### config.mk
export PLATFORM = sky130hd
export DESIGN_NAME = mrx_mode_regs
export DESIGN_NICKNAME = d
export VERILOG_FILES = /design/src/core/mrx_pkg.sv /design/src/core/mrx_mode_regs.sv
export SDC_FILE = /design/constraint.sdc
export NUM_CORES = 1
export LEC_CHECK = 0
export BUFFER_PORTS_ARGS = -buffer_cell sky130_fd_sc_hd__buf_4
export CORE_ASPECT_RATIO = 0.9
export CORE_UTILIZATION = 53
export CTS_CLUSTER_DIAMETER = 30
export DETAILED_ROUTE_END_ITERATION = 16
export PLACE_DENSITY_LB_ADDON = 0.12
export SYNTH_ARGS = -nofsm -noshare
export SYNTH_HDL_FRONTEND = slang
export SYNTH_SLANG_ARGS = --single-unit
### constraint.sdc
create_clock -name mclk -period 7.7 [get_ports mclk]
set_clock_uncertainty 0.2 [all_clocks]
set_input_delay 1.54 -clock mclk [delete_from_list [all_inputs] [get_ports mclk]]
set_output_delay 1.54 -clock mclk [all_outputs]
set_load 0.05 [all_outputs]
### src/core/mrx_pkg.sv
package mrx_pkg;

    // ------------------------------------------------------------
    // widths
    // ------------------------------------------------------------
    localparam int BA_W = 3;
    localparam int ADDR_W = 14;
    localparam int REG_W = 16;
    localparam int LAT_W = 5;

    // ------------------------------------------------------------
    // command bus encodings
    // ------------------------------------------------------------
    // bank address carried with a mode register set
    localparam logic [2:0] BA_MODE_TWO = 3'h2;
    localparam logic [2:0] BA_MODE_THREE = 3'h3;
    // {ras_n, cas_n, we_n} with chip select low
    localparam logic [2:0] CMD_MODE_SET = 3'h0;
    localparam logic [2:0] CMD_READ = 3'h5;
    localparam logic [2:0] CMD_WRITE = 3'h4;
    // address bits used by a read
    localparam int A_ORDER = 2;
    localparam int A_CHOP = 12;

    // ------------------------------------------------------------
    // mode_reg_two and mode_reg_three fields
    // ------------------------------------------------------------
    localparam int MR2_CWL_LSB = 3;
    localparam int MR2_ASR = 6;
    localparam int MR2_SRT = 7;
    localparam int MR2_WTERM_LSB = 9;
    localparam logic [4:0] CWL_BASE = 5'h05;
    localparam int MR3_RO_EN = 2;
    localparam logic [1:0] RO_SEL_PATTERN = 2'h0;
    localparam logic [13:0] MR_RST = 14'h0000;

    // ------------------------------------------------------------
    // local register port
    // ------------------------------------------------------------
    localparam logic [1:0] REG_CTRL = 2'h0;
    localparam logic [1:0] REG_MR2 = 2'h1;
    localparam logic [1:0] REG_MR3 = 2'h2;
    localparam logic [1:0] REG_STAT = 2'h3;
    localparam int CTRL_CL_LSB = 0;
    localparam int CTRL_AL_LSB = 4;
    localparam int CTRL_BM_LSB = 6;
    localparam int CTRL_WLEV = 8;
    localparam int CTRL_NOM = 9;
    localparam int CTRL_ALL = 10;
    localparam int CTRL_DLL = 11;
    localparam logic [15:0] CTRL_RST = 16'h0805;
    // burst mode and additive latency codes
    localparam logic [1:0] BM_FIXED8 = 2'h0;
    localparam logic [1:0] BM_OTF = 2'h1;
    localparam logic [1:0] BM_CHOP = 2'h2;
    localparam logic [1:0] AL_CL1 = 2'h1;
    localparam logic [1:0] AL_CL2 = 2'h2;

    // ------------------------------------------------------------
    // termination states and burst sizes
    // ------------------------------------------------------------
    localparam logic [1:0] TERM_OFF = 2'h0;
    localparam logic [1:0] TERM_NOM = 2'h1;
    localparam logic [1:0] TERM_WR = 2'h2;
    localparam logic [3:0] BEATS_8 = 4'h8;
    localparam logic [3:0] BEATS_4 = 4'h4;
    localparam logic [2:0] WCLK_8 = 3'h4;
    localparam logic [2:0] WCLK_4 = 3'h2;
    localparam logic [2:0] ORDER_HI = 3'h4;

endpackage : mrx_pkg

### src/core/mrx_mode_regs.sv
// Overview of operation
// - mode_reg_two holds until reloaded
// - mode loads never touch the array
// - write cas latency from bits 5:3
// - write latency is cas plus additive
// - bit 6 doubles refresh when hot
// - bit 7 always doubles refresh rate
// - bits 10:9 pick write termination
// - write termination during each write burst
// - no write termination in write leveling
// - reserved bits zero, select ignored off
// - bit 2 redirects reads to pattern
// - readout mode redirects every read
// - drive prime lines or all lines
// - eight beat or chop, dll locked
// - column bit 2 selects nibble order when chopped
// - first beat is least significant bit
// - ignore other addresses, a12 on fly
// - pattern alternates zero and one
// - read latency is additive plus cas
// - bank bits select target mode register
//
// Added by the designer: strobed register access and the register offsets.
`timescale 1ns/1ps
module mrx_mode_regs #(
    parameter int DQ_W = 8,
    parameter int LAT_MAX = 32
) (
    // clock, reset, enable
    input logic mclk,
    input logic reset_n,
    input logic ce,
    // command bus pins from the controller
    input logic link_ck,
    input logic cmd_cs_n,
    input logic cmd_ras_n,
    input logic cmd_cas_n,
    input logic cmd_we_n,
    input logic [mrx_pkg::BA_W-1:0] bank_addr,
    input logic [mrx_pkg::ADDR_W-1:0] addr,
    input logic odt_pin,
    input logic case_hot,
    // local register port
    input logic [1:0] reg_addr,
    input logic [mrx_pkg::REG_W-1:0] reg_wdata,
    input logic reg_wr,
    input logic reg_rd,
    output logic [mrx_pkg::REG_W-1:0] reg_rdata,
    // data lines and device controls
    output logic [DQ_W-1:0] dq_out,
    output logic dq_oe_n,
    output logic [1:0] term_state,
    output logic [1:0] write_term_code,
    output logic selfref_double,
    output logic array_read,
    output logic array_write
);
    import mrx_pkg::*;

    // ------------------------------------------------------------
    // parameter checks and constants
    // ------------------------------------------------------------
    localparam int IN_W = 7 + BA_W + ADDR_W;
    localparam logic [DQ_W-1:0] PRIME_MASK =
        (DQ_W == 16) ? DQ_W'(16'h0101) : DQ_W'(16'h0001);
    if (DQ_W != 4 && DQ_W != 8 && DQ_W != 16) begin : g_bad_dq
        $error("DQ_W must be 4, 8 or 16");
    end
    if (LAT_MAX < 22 || LAT_MAX > 32) begin : g_bad_lat
        $error("LAT_MAX must lie in 22..32");
    end

    // ------------------------------------------------------------
    // functions
    // ------------------------------------------------------------
    // latency slot marker for the delay pipes
    function automatic logic [LAT_MAX-1:0] slot(input logic [LAT_W-1:0] lat);
        slot = {{(LAT_MAX-1){1'b0}}, 1'b1} << (lat - 5'd1);
    endfunction : slot

    // additive latency from its code and the cas read latency
    function automatic logic [LAT_W-1:0] add_lat(input logic [1:0] code,
                                                 input logic [3:0] cl);
        case (code)
            AL_CL1: add_lat = {1'b0, cl} - 5'd1;
            AL_CL2: add_lat = {1'b0, cl} - 5'd2;
            default: add_lat = 5'd0;
        endcase
    endfunction : add_lat

    // ------------------------------------------------------------
    // pin synchronisers and link clock edges
    // ------------------------------------------------------------
    logic [IN_W-1:0] s1_r, s2_r;
    logic ck_prev_r;
    wire [IN_W-1:0] pins_raw = {link_ck, cmd_cs_n, cmd_ras_n, cmd_cas_n, cmd_we_n,
                                bank_addr, addr, odt_pin, case_hot};
    wire ck_s = s2_r[IN_W-1];
    wire cs_n_s = s2_r[IN_W-2];
    wire [2:0] cmd_s = s2_r[IN_W-3 -: 3];
    wire [BA_W-1:0] ba_s = s2_r[ADDR_W+2 +: BA_W];
    wire [ADDR_W-1:0] addr_s = s2_r[2 +: ADDR_W];
    wire odt_s = s2_r[1];
    wire hot_s = s2_r[0];
    wire ck_rise = ck_s & ~ck_prev_r;
    wire ck_fall = ~ck_s & ck_prev_r;

    // only the second stage is read by logic
    always_ff @(posedge mclk or negedge reset_n) begin
        if (!reset_n) begin
            s1_r <= '0;
            s2_r <= '0;
            ck_prev_r <= 1'b0;
        end else if (ce) begin
            s1_r <= pins_raw;
            s2_r <= s1_r;
            ck_prev_r <= ck_s;
        end
    end

    // ------------------------------------------------------------
    // command decode
    // ------------------------------------------------------------
    logic [13:0] mr2_r, mr3_r;
    logic [REG_W-1:0] ctrl_r;
    wire cmd_sel = ck_rise & ~cs_n_s;
    wire cmd_mrs = cmd_sel & (cmd_s == CMD_MODE_SET);
    wire cmd_rd = cmd_sel & (cmd_s == CMD_READ);
    wire cmd_wr = cmd_sel & (cmd_s == CMD_WRITE);
    // bank bits pick the target; other targets are out of scope
    wire load_mr2 = cmd_mrs & (ba_s == BA_MODE_TWO);
    wire load_mr3 = cmd_mrs & (ba_s == BA_MODE_THREE);

    // ------------------------------------------------------------
    // latencies, burst shape and mode decode
    // ------------------------------------------------------------
    wire [3:0] cas_lat = ctrl_r[CTRL_CL_LSB +: 4];
    wire [1:0] bmode = ctrl_r[CTRL_BM_LSB +: 2];
    wire [LAT_W-1:0] al_w = add_lat(ctrl_r[CTRL_AL_LSB +: 2], cas_lat);
    wire [LAT_W-1:0] cwl_w = CWL_BASE + {2'b00, mr2_r[MR2_CWL_LSB +: 3]};
    wire [LAT_W-1:0] wl_w = cwl_w + al_w;
    wire [LAT_W-1:0] rl_w = al_w + {1'b0, cas_lat};
    // a12 only matters when on-the-fly select is on
    wire chop_w = (bmode == BM_CHOP) | ((bmode == BM_OTF) & ~addr_s[A_CHOP]);
    wire ro_en = mr3_r[MR3_RO_EN];
    // select bits only count while readout is on
    wire ro_pattern = ro_en & (mr3_r[1:0] == RO_SEL_PATTERN);
    wire [1:0] wterm_w = mr2_r[MR2_WTERM_LSB +: 2];
    wire dyn_en = (wterm_w != 2'b00) & ~ctrl_r[CTRL_WLEV];

    // ------------------------------------------------------------
    // mode registers and control register
    // ------------------------------------------------------------
    // contents persist until the next matching load
    always_ff @(posedge mclk or negedge reset_n) begin
        if (!reset_n) begin
            mr2_r <= MR_RST;
            mr3_r <= MR_RST;
            ctrl_r <= CTRL_RST;
        end else if (ce) begin
            if (load_mr2) mr2_r <= addr_s;
            if (load_mr3) mr3_r <= addr_s;
            if (reg_wr && reg_addr == REG_CTRL) ctrl_r <= reg_wdata;
        end
    end

    // ------------------------------------------------------------
    // array strobes
    // ------------------------------------------------------------
    logic array_read_r, array_write_r;
    // array reads only with readout off; mode loads never write
    always_ff @(posedge mclk or negedge reset_n) begin
        if (!reset_n) begin
            array_read_r <= 1'b0;
            array_write_r <= 1'b0;
        end else if (ce) begin
            array_read_r <= cmd_rd & ~ro_en;
            array_write_r <= cmd_wr & ~ro_en;
        end
    end

    // ------------------------------------------------------------
    // latency pipes, shifted on each link clock rise
    // ------------------------------------------------------------
    logic [LAT_MAX-1:0] rd_pipe_r, rd_ord_r, rd_chop_r;
    logic [LAT_MAX-1:0] wr_pipe_r, wr_chop_r;
    wire [LAT_MAX-1:0] rd_slot = (cmd_rd & ro_en) ? slot(rl_w) : '0;
    wire [LAT_MAX-1:0] wr_slot = cmd_wr ? slot(wl_w) : '0;
    // a launch sits rl or wl rises after its command
    always_ff @(posedge mclk or negedge reset_n) begin
        if (!reset_n) begin
            rd_pipe_r <= '0;
            rd_ord_r <= '0;
            rd_chop_r <= '0;
            wr_pipe_r <= '0;
            wr_chop_r <= '0;
        end else if (ce && ck_rise) begin
            rd_pipe_r <= (rd_pipe_r >> 1) | rd_slot;
            rd_ord_r <= (rd_ord_r >> 1) | (addr_s[A_ORDER] ? rd_slot : '0);
            rd_chop_r <= (rd_chop_r >> 1) | (chop_w ? rd_slot : '0);
            wr_pipe_r <= (wr_pipe_r >> 1) | wr_slot;
            wr_chop_r <= (wr_chop_r >> 1) | (chop_w ? wr_slot : '0);
        end
    end

    // ------------------------------------------------------------
    // readout burst, one beat per link clock edge
    // ------------------------------------------------------------
    logic [2:0] beat_r;
    logic [3:0] left_r;
    logic [DQ_W-1:0] dq_r;
    logic dq_oe_n_r;
    wire rd_start = ck_rise & rd_pipe_r[0] & ctrl_r[CTRL_DLL];
    wire ck_edge = ck_rise | ck_fall;
    // upper nibble only when chopped
    wire [2:0] beat_first = (rd_chop_r[0] & rd_ord_r[0]) ? ORDER_HI : 3'h0;
    wire [3:0] left_first = rd_chop_r[0] ? BEATS_4 : BEATS_8;
    wire [2:0] beat_nxt = rd_start ? beat_first : beat_r + 3'h1;
    wire [3:0] left_nxt = rd_start ? left_first : left_r - 4'h1;
    // beat k carries bit k[0]: first beat lsb, pattern from zero
    wire beat_bit = ro_pattern & beat_nxt[0];
    wire [DQ_W-1:0] dq_nxt = ctrl_r[CTRL_ALL] ? {DQ_W{beat_bit}}
                                              : ({DQ_W{beat_bit}} & PRIME_MASK);
    wire drive_nxt = left_nxt != 4'h0;
    // a back-to-back read restarts at the boundary edge
    always_ff @(posedge mclk or negedge reset_n) begin
        if (!reset_n) begin
            beat_r <= 3'h0;
            left_r <= 4'h0;
            dq_r <= '0;
            dq_oe_n_r <= 1'b1;
        end else if (ce && ck_edge && (rd_start || left_r != 4'h0)) begin
            beat_r <= beat_nxt;
            left_r <= left_nxt;
            dq_r <= drive_nxt ? dq_nxt : '0;
            dq_oe_n_r <= ~drive_nxt;
        end
    end

    // ------------------------------------------------------------
    // write termination window and self refresh rate
    // ------------------------------------------------------------
    logic [2:0] wclk_r;
    logic [1:0] term_r, wcode_r;
    logic sref_r;
    wire wr_start = ck_rise & wr_pipe_r[0];
    wire [2:0] wclk_nxt = wr_start ? (wr_chop_r[0] ? WCLK_4 : WCLK_8)
                                   : ((ck_rise && wclk_r != 3'h0) ? wclk_r - 3'h1 : wclk_r);
    // nominal termination is high impedance when disabled
    wire [1:0] nom_state = (odt_s & ctrl_r[CTRL_NOM]) ? TERM_NOM : TERM_OFF;
    // write termination replaces nominal for the burst
    wire [1:0] term_nxt = (dyn_en && wclk_nxt != 3'h0) ? TERM_WR : nom_state;
    // srt forces double; asr doubles only while hot
    wire sref_nxt = mr2_r[MR2_SRT] | (mr2_r[MR2_ASR] & hot_s);
    always_ff @(posedge mclk or negedge reset_n) begin
        if (!reset_n) begin
            wclk_r <= 3'h0;
            term_r <= TERM_OFF;
            wcode_r <= 2'h0;
            sref_r <= 1'b0;
        end else if (ce) begin
            wclk_r <= wclk_nxt;
            term_r <= term_nxt;
            wcode_r <= wterm_w;
            sref_r <= sref_nxt;
        end
    end

    // ------------------------------------------------------------
    // register read port, data one cycle after the strobe
    // ------------------------------------------------------------
    logic [REG_W-1:0] rdata_r;
    wire [REG_W-1:0] stat_w = {2'b00, rl_w, wl_w, term_r == TERM_WR, ~dq_oe_n_r,
                               ro_en, sref_r};
    wire [REG_W-1:0] rsel_w = (reg_addr == REG_CTRL) ? ctrl_r :
                              (reg_addr == REG_MR2) ? {2'b00, mr2_r} :
                              (reg_addr == REG_MR3) ? {2'b00, mr3_r} : stat_w;
    // data stands only in the cycle after the strobe
    always_ff @(posedge mclk or negedge reset_n) begin
        if (!reset_n) begin
            rdata_r <= '0;
        end else if (ce) begin
            rdata_r <= reg_rd ? rsel_w : '0;
        end
    end

    // ------------------------------------------------------------
    // outputs
    // ------------------------------------------------------------
    assign reg_rdata = rdata_r;
    assign dq_out = dq_r;
    assign dq_oe_n = dq_oe_n_r;
    assign term_state = term_r;
    assign write_term_code = wcode_r;
    assign selfref_double = sref_r;
    assign array_read = array_read_r;
    assign array_write = array_write_r;
endmodule : mrx_mode_regs

==> flow_metrics.tcl <==
set metrics [dict create \
    grt_usage 0.2487 \
    port_buffers 78 \
    crit_path_end_kind "flop" \
    clock_path_buffers 3 \
    start_util 0.5394 \
    dpl.hpwl_mm 17.12 \
    synth_fa_ha_area_frac 0.02388 \
    cts.htree.levels 2 \
    synth_cells 1079 \
    crit_type "flop to flop" \
    grt_pass1_vias 8186 \
    critical-path-max-stage-delay_ps 750 \
    finalCritPeriodShare 0.5689 \
    synth-simple-area-share 0.1022 \
    cts_tree "yes" \
    ys_warn_count 0 \
    post-place-ws_ps 3310 \
    power.leakage_nw 6.337 \
    irDropWorstVdd_mv 0.2437 \
    critPathArrivalTime_ps 4600 \
    pwr_density_cell_nw_per_um2 345.1 \
    final_cell_mix "dfrtp_1 (251), o21ai_0 (127), nand2_1 (102), mux2_2 (87), buf_4 (86)" \
    crit_chain "inv_1 > ha_1 > xor2_1 > a21oi_1 > or2_2 > ha_1 > inv_1 > ha_1 > a21o_1 > a21oi_1 > xor2_2 > nand3_2 > o31ai_1" \
    crit_fanout 18 \
    floorplan.die_area_sq_um 22550 \
    syn-cell-area_sq_um 11630 \
    cap_viol_max_count 0 \
    cpMaxStageDelayCell "xor2_2" \
    hp-class "flop to flop" \
    cts_hold_buf 0 \
    crit_path_frequent_cell "ha_1" \
    outcome "finished clean" \
    grt_first_pass_wirelength_mm 43.85 \
    wl_per_cell_um 18.22 \
    drt-initial-drc-count 747 \
    hold_depth 2 \
    synth_compound_area_frac 0.1401 \
    nets 1208 \
    synth_mux_area_frac 0.1401 \
    vias 8444 \
    synth_flop_cell "dfrtp_1" \
    drive_gt1_frac 0.2413 \
    cts_buffers 46 \
    cp.required_ps 7920 \
    synth_top_family_by_area "multiplexers" \
    core_sq_um 21570 \
    area_growth_pct 20.27 \
    layout_commonest_cell "dfrtp_1" \
    gp_congestion 0.8715 \
    ys_ff_latch 255 \
    hold-worst-slack_ps 275.5 \
    yosysSeqAreaShare 0.5489 \
    slew_violations 0 \
    tns_ps 0 \
    slew_headroom 0.2519 \
    syn_nets 1147 \
    num_rows 51 \
    n_antenna_cell 0 \
    setup_violations 0 \
    fmax_mhz 228.3 \
    crit_path_start_kind "flop" \
    post-route-min-period_ps 4381 \
    cts_setup_buffers 0 \
    grt-ovfl-total 0 \
    clock_latency_ps 530 \
    grt_start_max_net_pins 132 \
    synth_edf_count 0 \
    syn_area_per_cell_sq_um 10.78 \
    layout_setup_ws_ps 3319 \
    synthArstFlopShare 1.000 \
    ioPinCount 79 \
    rsz0062_at_grt "false" \
    drc 0 \
    synthXorXnorAreaFrac 0.006668 \
    drtAntennaViolNets 0 \
    fp.dieH_um 142.6 \
    r2r_slack_ps 3320 \
    hold_viol_final 0 \
    first_pass_iters 5 \
    ff2ff_path_depth 13 \
    cts-root-buf "clkbuf_16" \
    vias_per_cell 5.752 \
    p_total_mw 4.829 \
    routed_wl_mm 26.74 \
    die_width_um 158.2 \
    synth_cell_types 50 \
    worst_pin_slew_ps 1118 \
    ctsResizeCount 0 \
    antenna_found_initial 0 \
    clk_pin_slew_ps 50 \
    cts_num_sinks 255 \
]
-- state kept, by name (all words and copies together) (netlist names), 3 cells and up --
name	cells
mr2_r	14
rd_pipe_r	32
reg_rdata	16
mr3_r	14
wr_chop_r	32
wr_pipe_r	32
wclk_r	3
ctrl_r	16
rd_chop_r	32
s1_r	24
left_r	4
s2_r	24
-- power by group --
group          switching (mW)  internal, mW  total (mW)
Clock                   0.690          1.35        2.04
Combinational           0.624         0.373       0.997
Sequential              0.182          1.61        1.79
Total                    1.50          3.33        4.83
-- Yosys cell counts (all sizes together), types with 8 or more instances --
master	number	area [sq um]
nand2	103	386.6
nor2	79	296.5
mux2i	47	470.5
o21ai	127	635.6
a31oi	71	444.2
o22ai	10	62.56
o31ai	13	97.59
mux4	8	180.2
clkbuf	56	210.2
nand3	23	120.1
a21oi	31	155.2
mux2	87	979.7
ha	19	237.7
buf	19	97.59
inv	36	135.1
dfrtp	251	6281
-- per-layer routing --
metal | vias up | global-route usage | part of all wire
met5 | - | 0 | 0
met4 | 0 | 0.07338 | 0.017
met3 | 36 | 0.04263 | 0.047
met2 | 214 | 0.3726 | 0.46
met1 | 4208 | 0.3701 | 0.48
li1 | 3986 | - | -
-- worst max-delay path, delay by kind of cell, from the launching register on --
kind	cells	cell delay [ps]
adder cells (fa/ha/maj)	3	790
buffers and inverters	2	140
AND/OR/NAND/NOR	2	750
flip-flops	1	580
XOR/XNOR	2	890
AO/OA/AOI/OAI	4	920
-- path summary, 6_finish.rpt --
path	to	startpoint
worst max-delay path	wr_chop_r[31]	ctrl_r[0]
worst min-delay path	wr_chop_r[24]	wr_chop_r[24]
worst max register to register	wr_chop_r[31]	ctrl_r[0]
worst min register to register	wr_chop_r[24]	wr_chop_r[24]
max in group asynchronous	wr_chop_r[25]	reset_n
min in group asynchronous	s1_r[20]	reset_n
-- layout make-up --
cell class	instances	area, sq um
Clock buffer	55	1236
Clock inverter	30	354.1
Fill cell	1754	7576
Inverter	36	135.1
Multi-Input combinational cell	713	4836
Sequential cell	255	6386
Tap cell	291	364.1
Timing Repair Buffer	88	680.7
-- stage by stage --
stage,instance area (sq um),std cells,utilization
finish,13990,1468,0.6487
global route,13990,1468,0.6487
CTS,13990,1468,0.6487
detailed placement,12400,1383,0.5750
global placement,12400,1383,0.5750
floorplan,11630,1079,-
-- logic make-up after synthesis --
logic type | Yosys count
AND/OR/NAND/NOR | 264
multiplexers | 142
AO/OA/AOI/OAI | 278
flip-flops | 255
adder cells (fa/ha/maj) | 21
buffers and inverters | 111
XOR/XNOR | 8
Note: power is estimated with default switching activity, not from simulation.
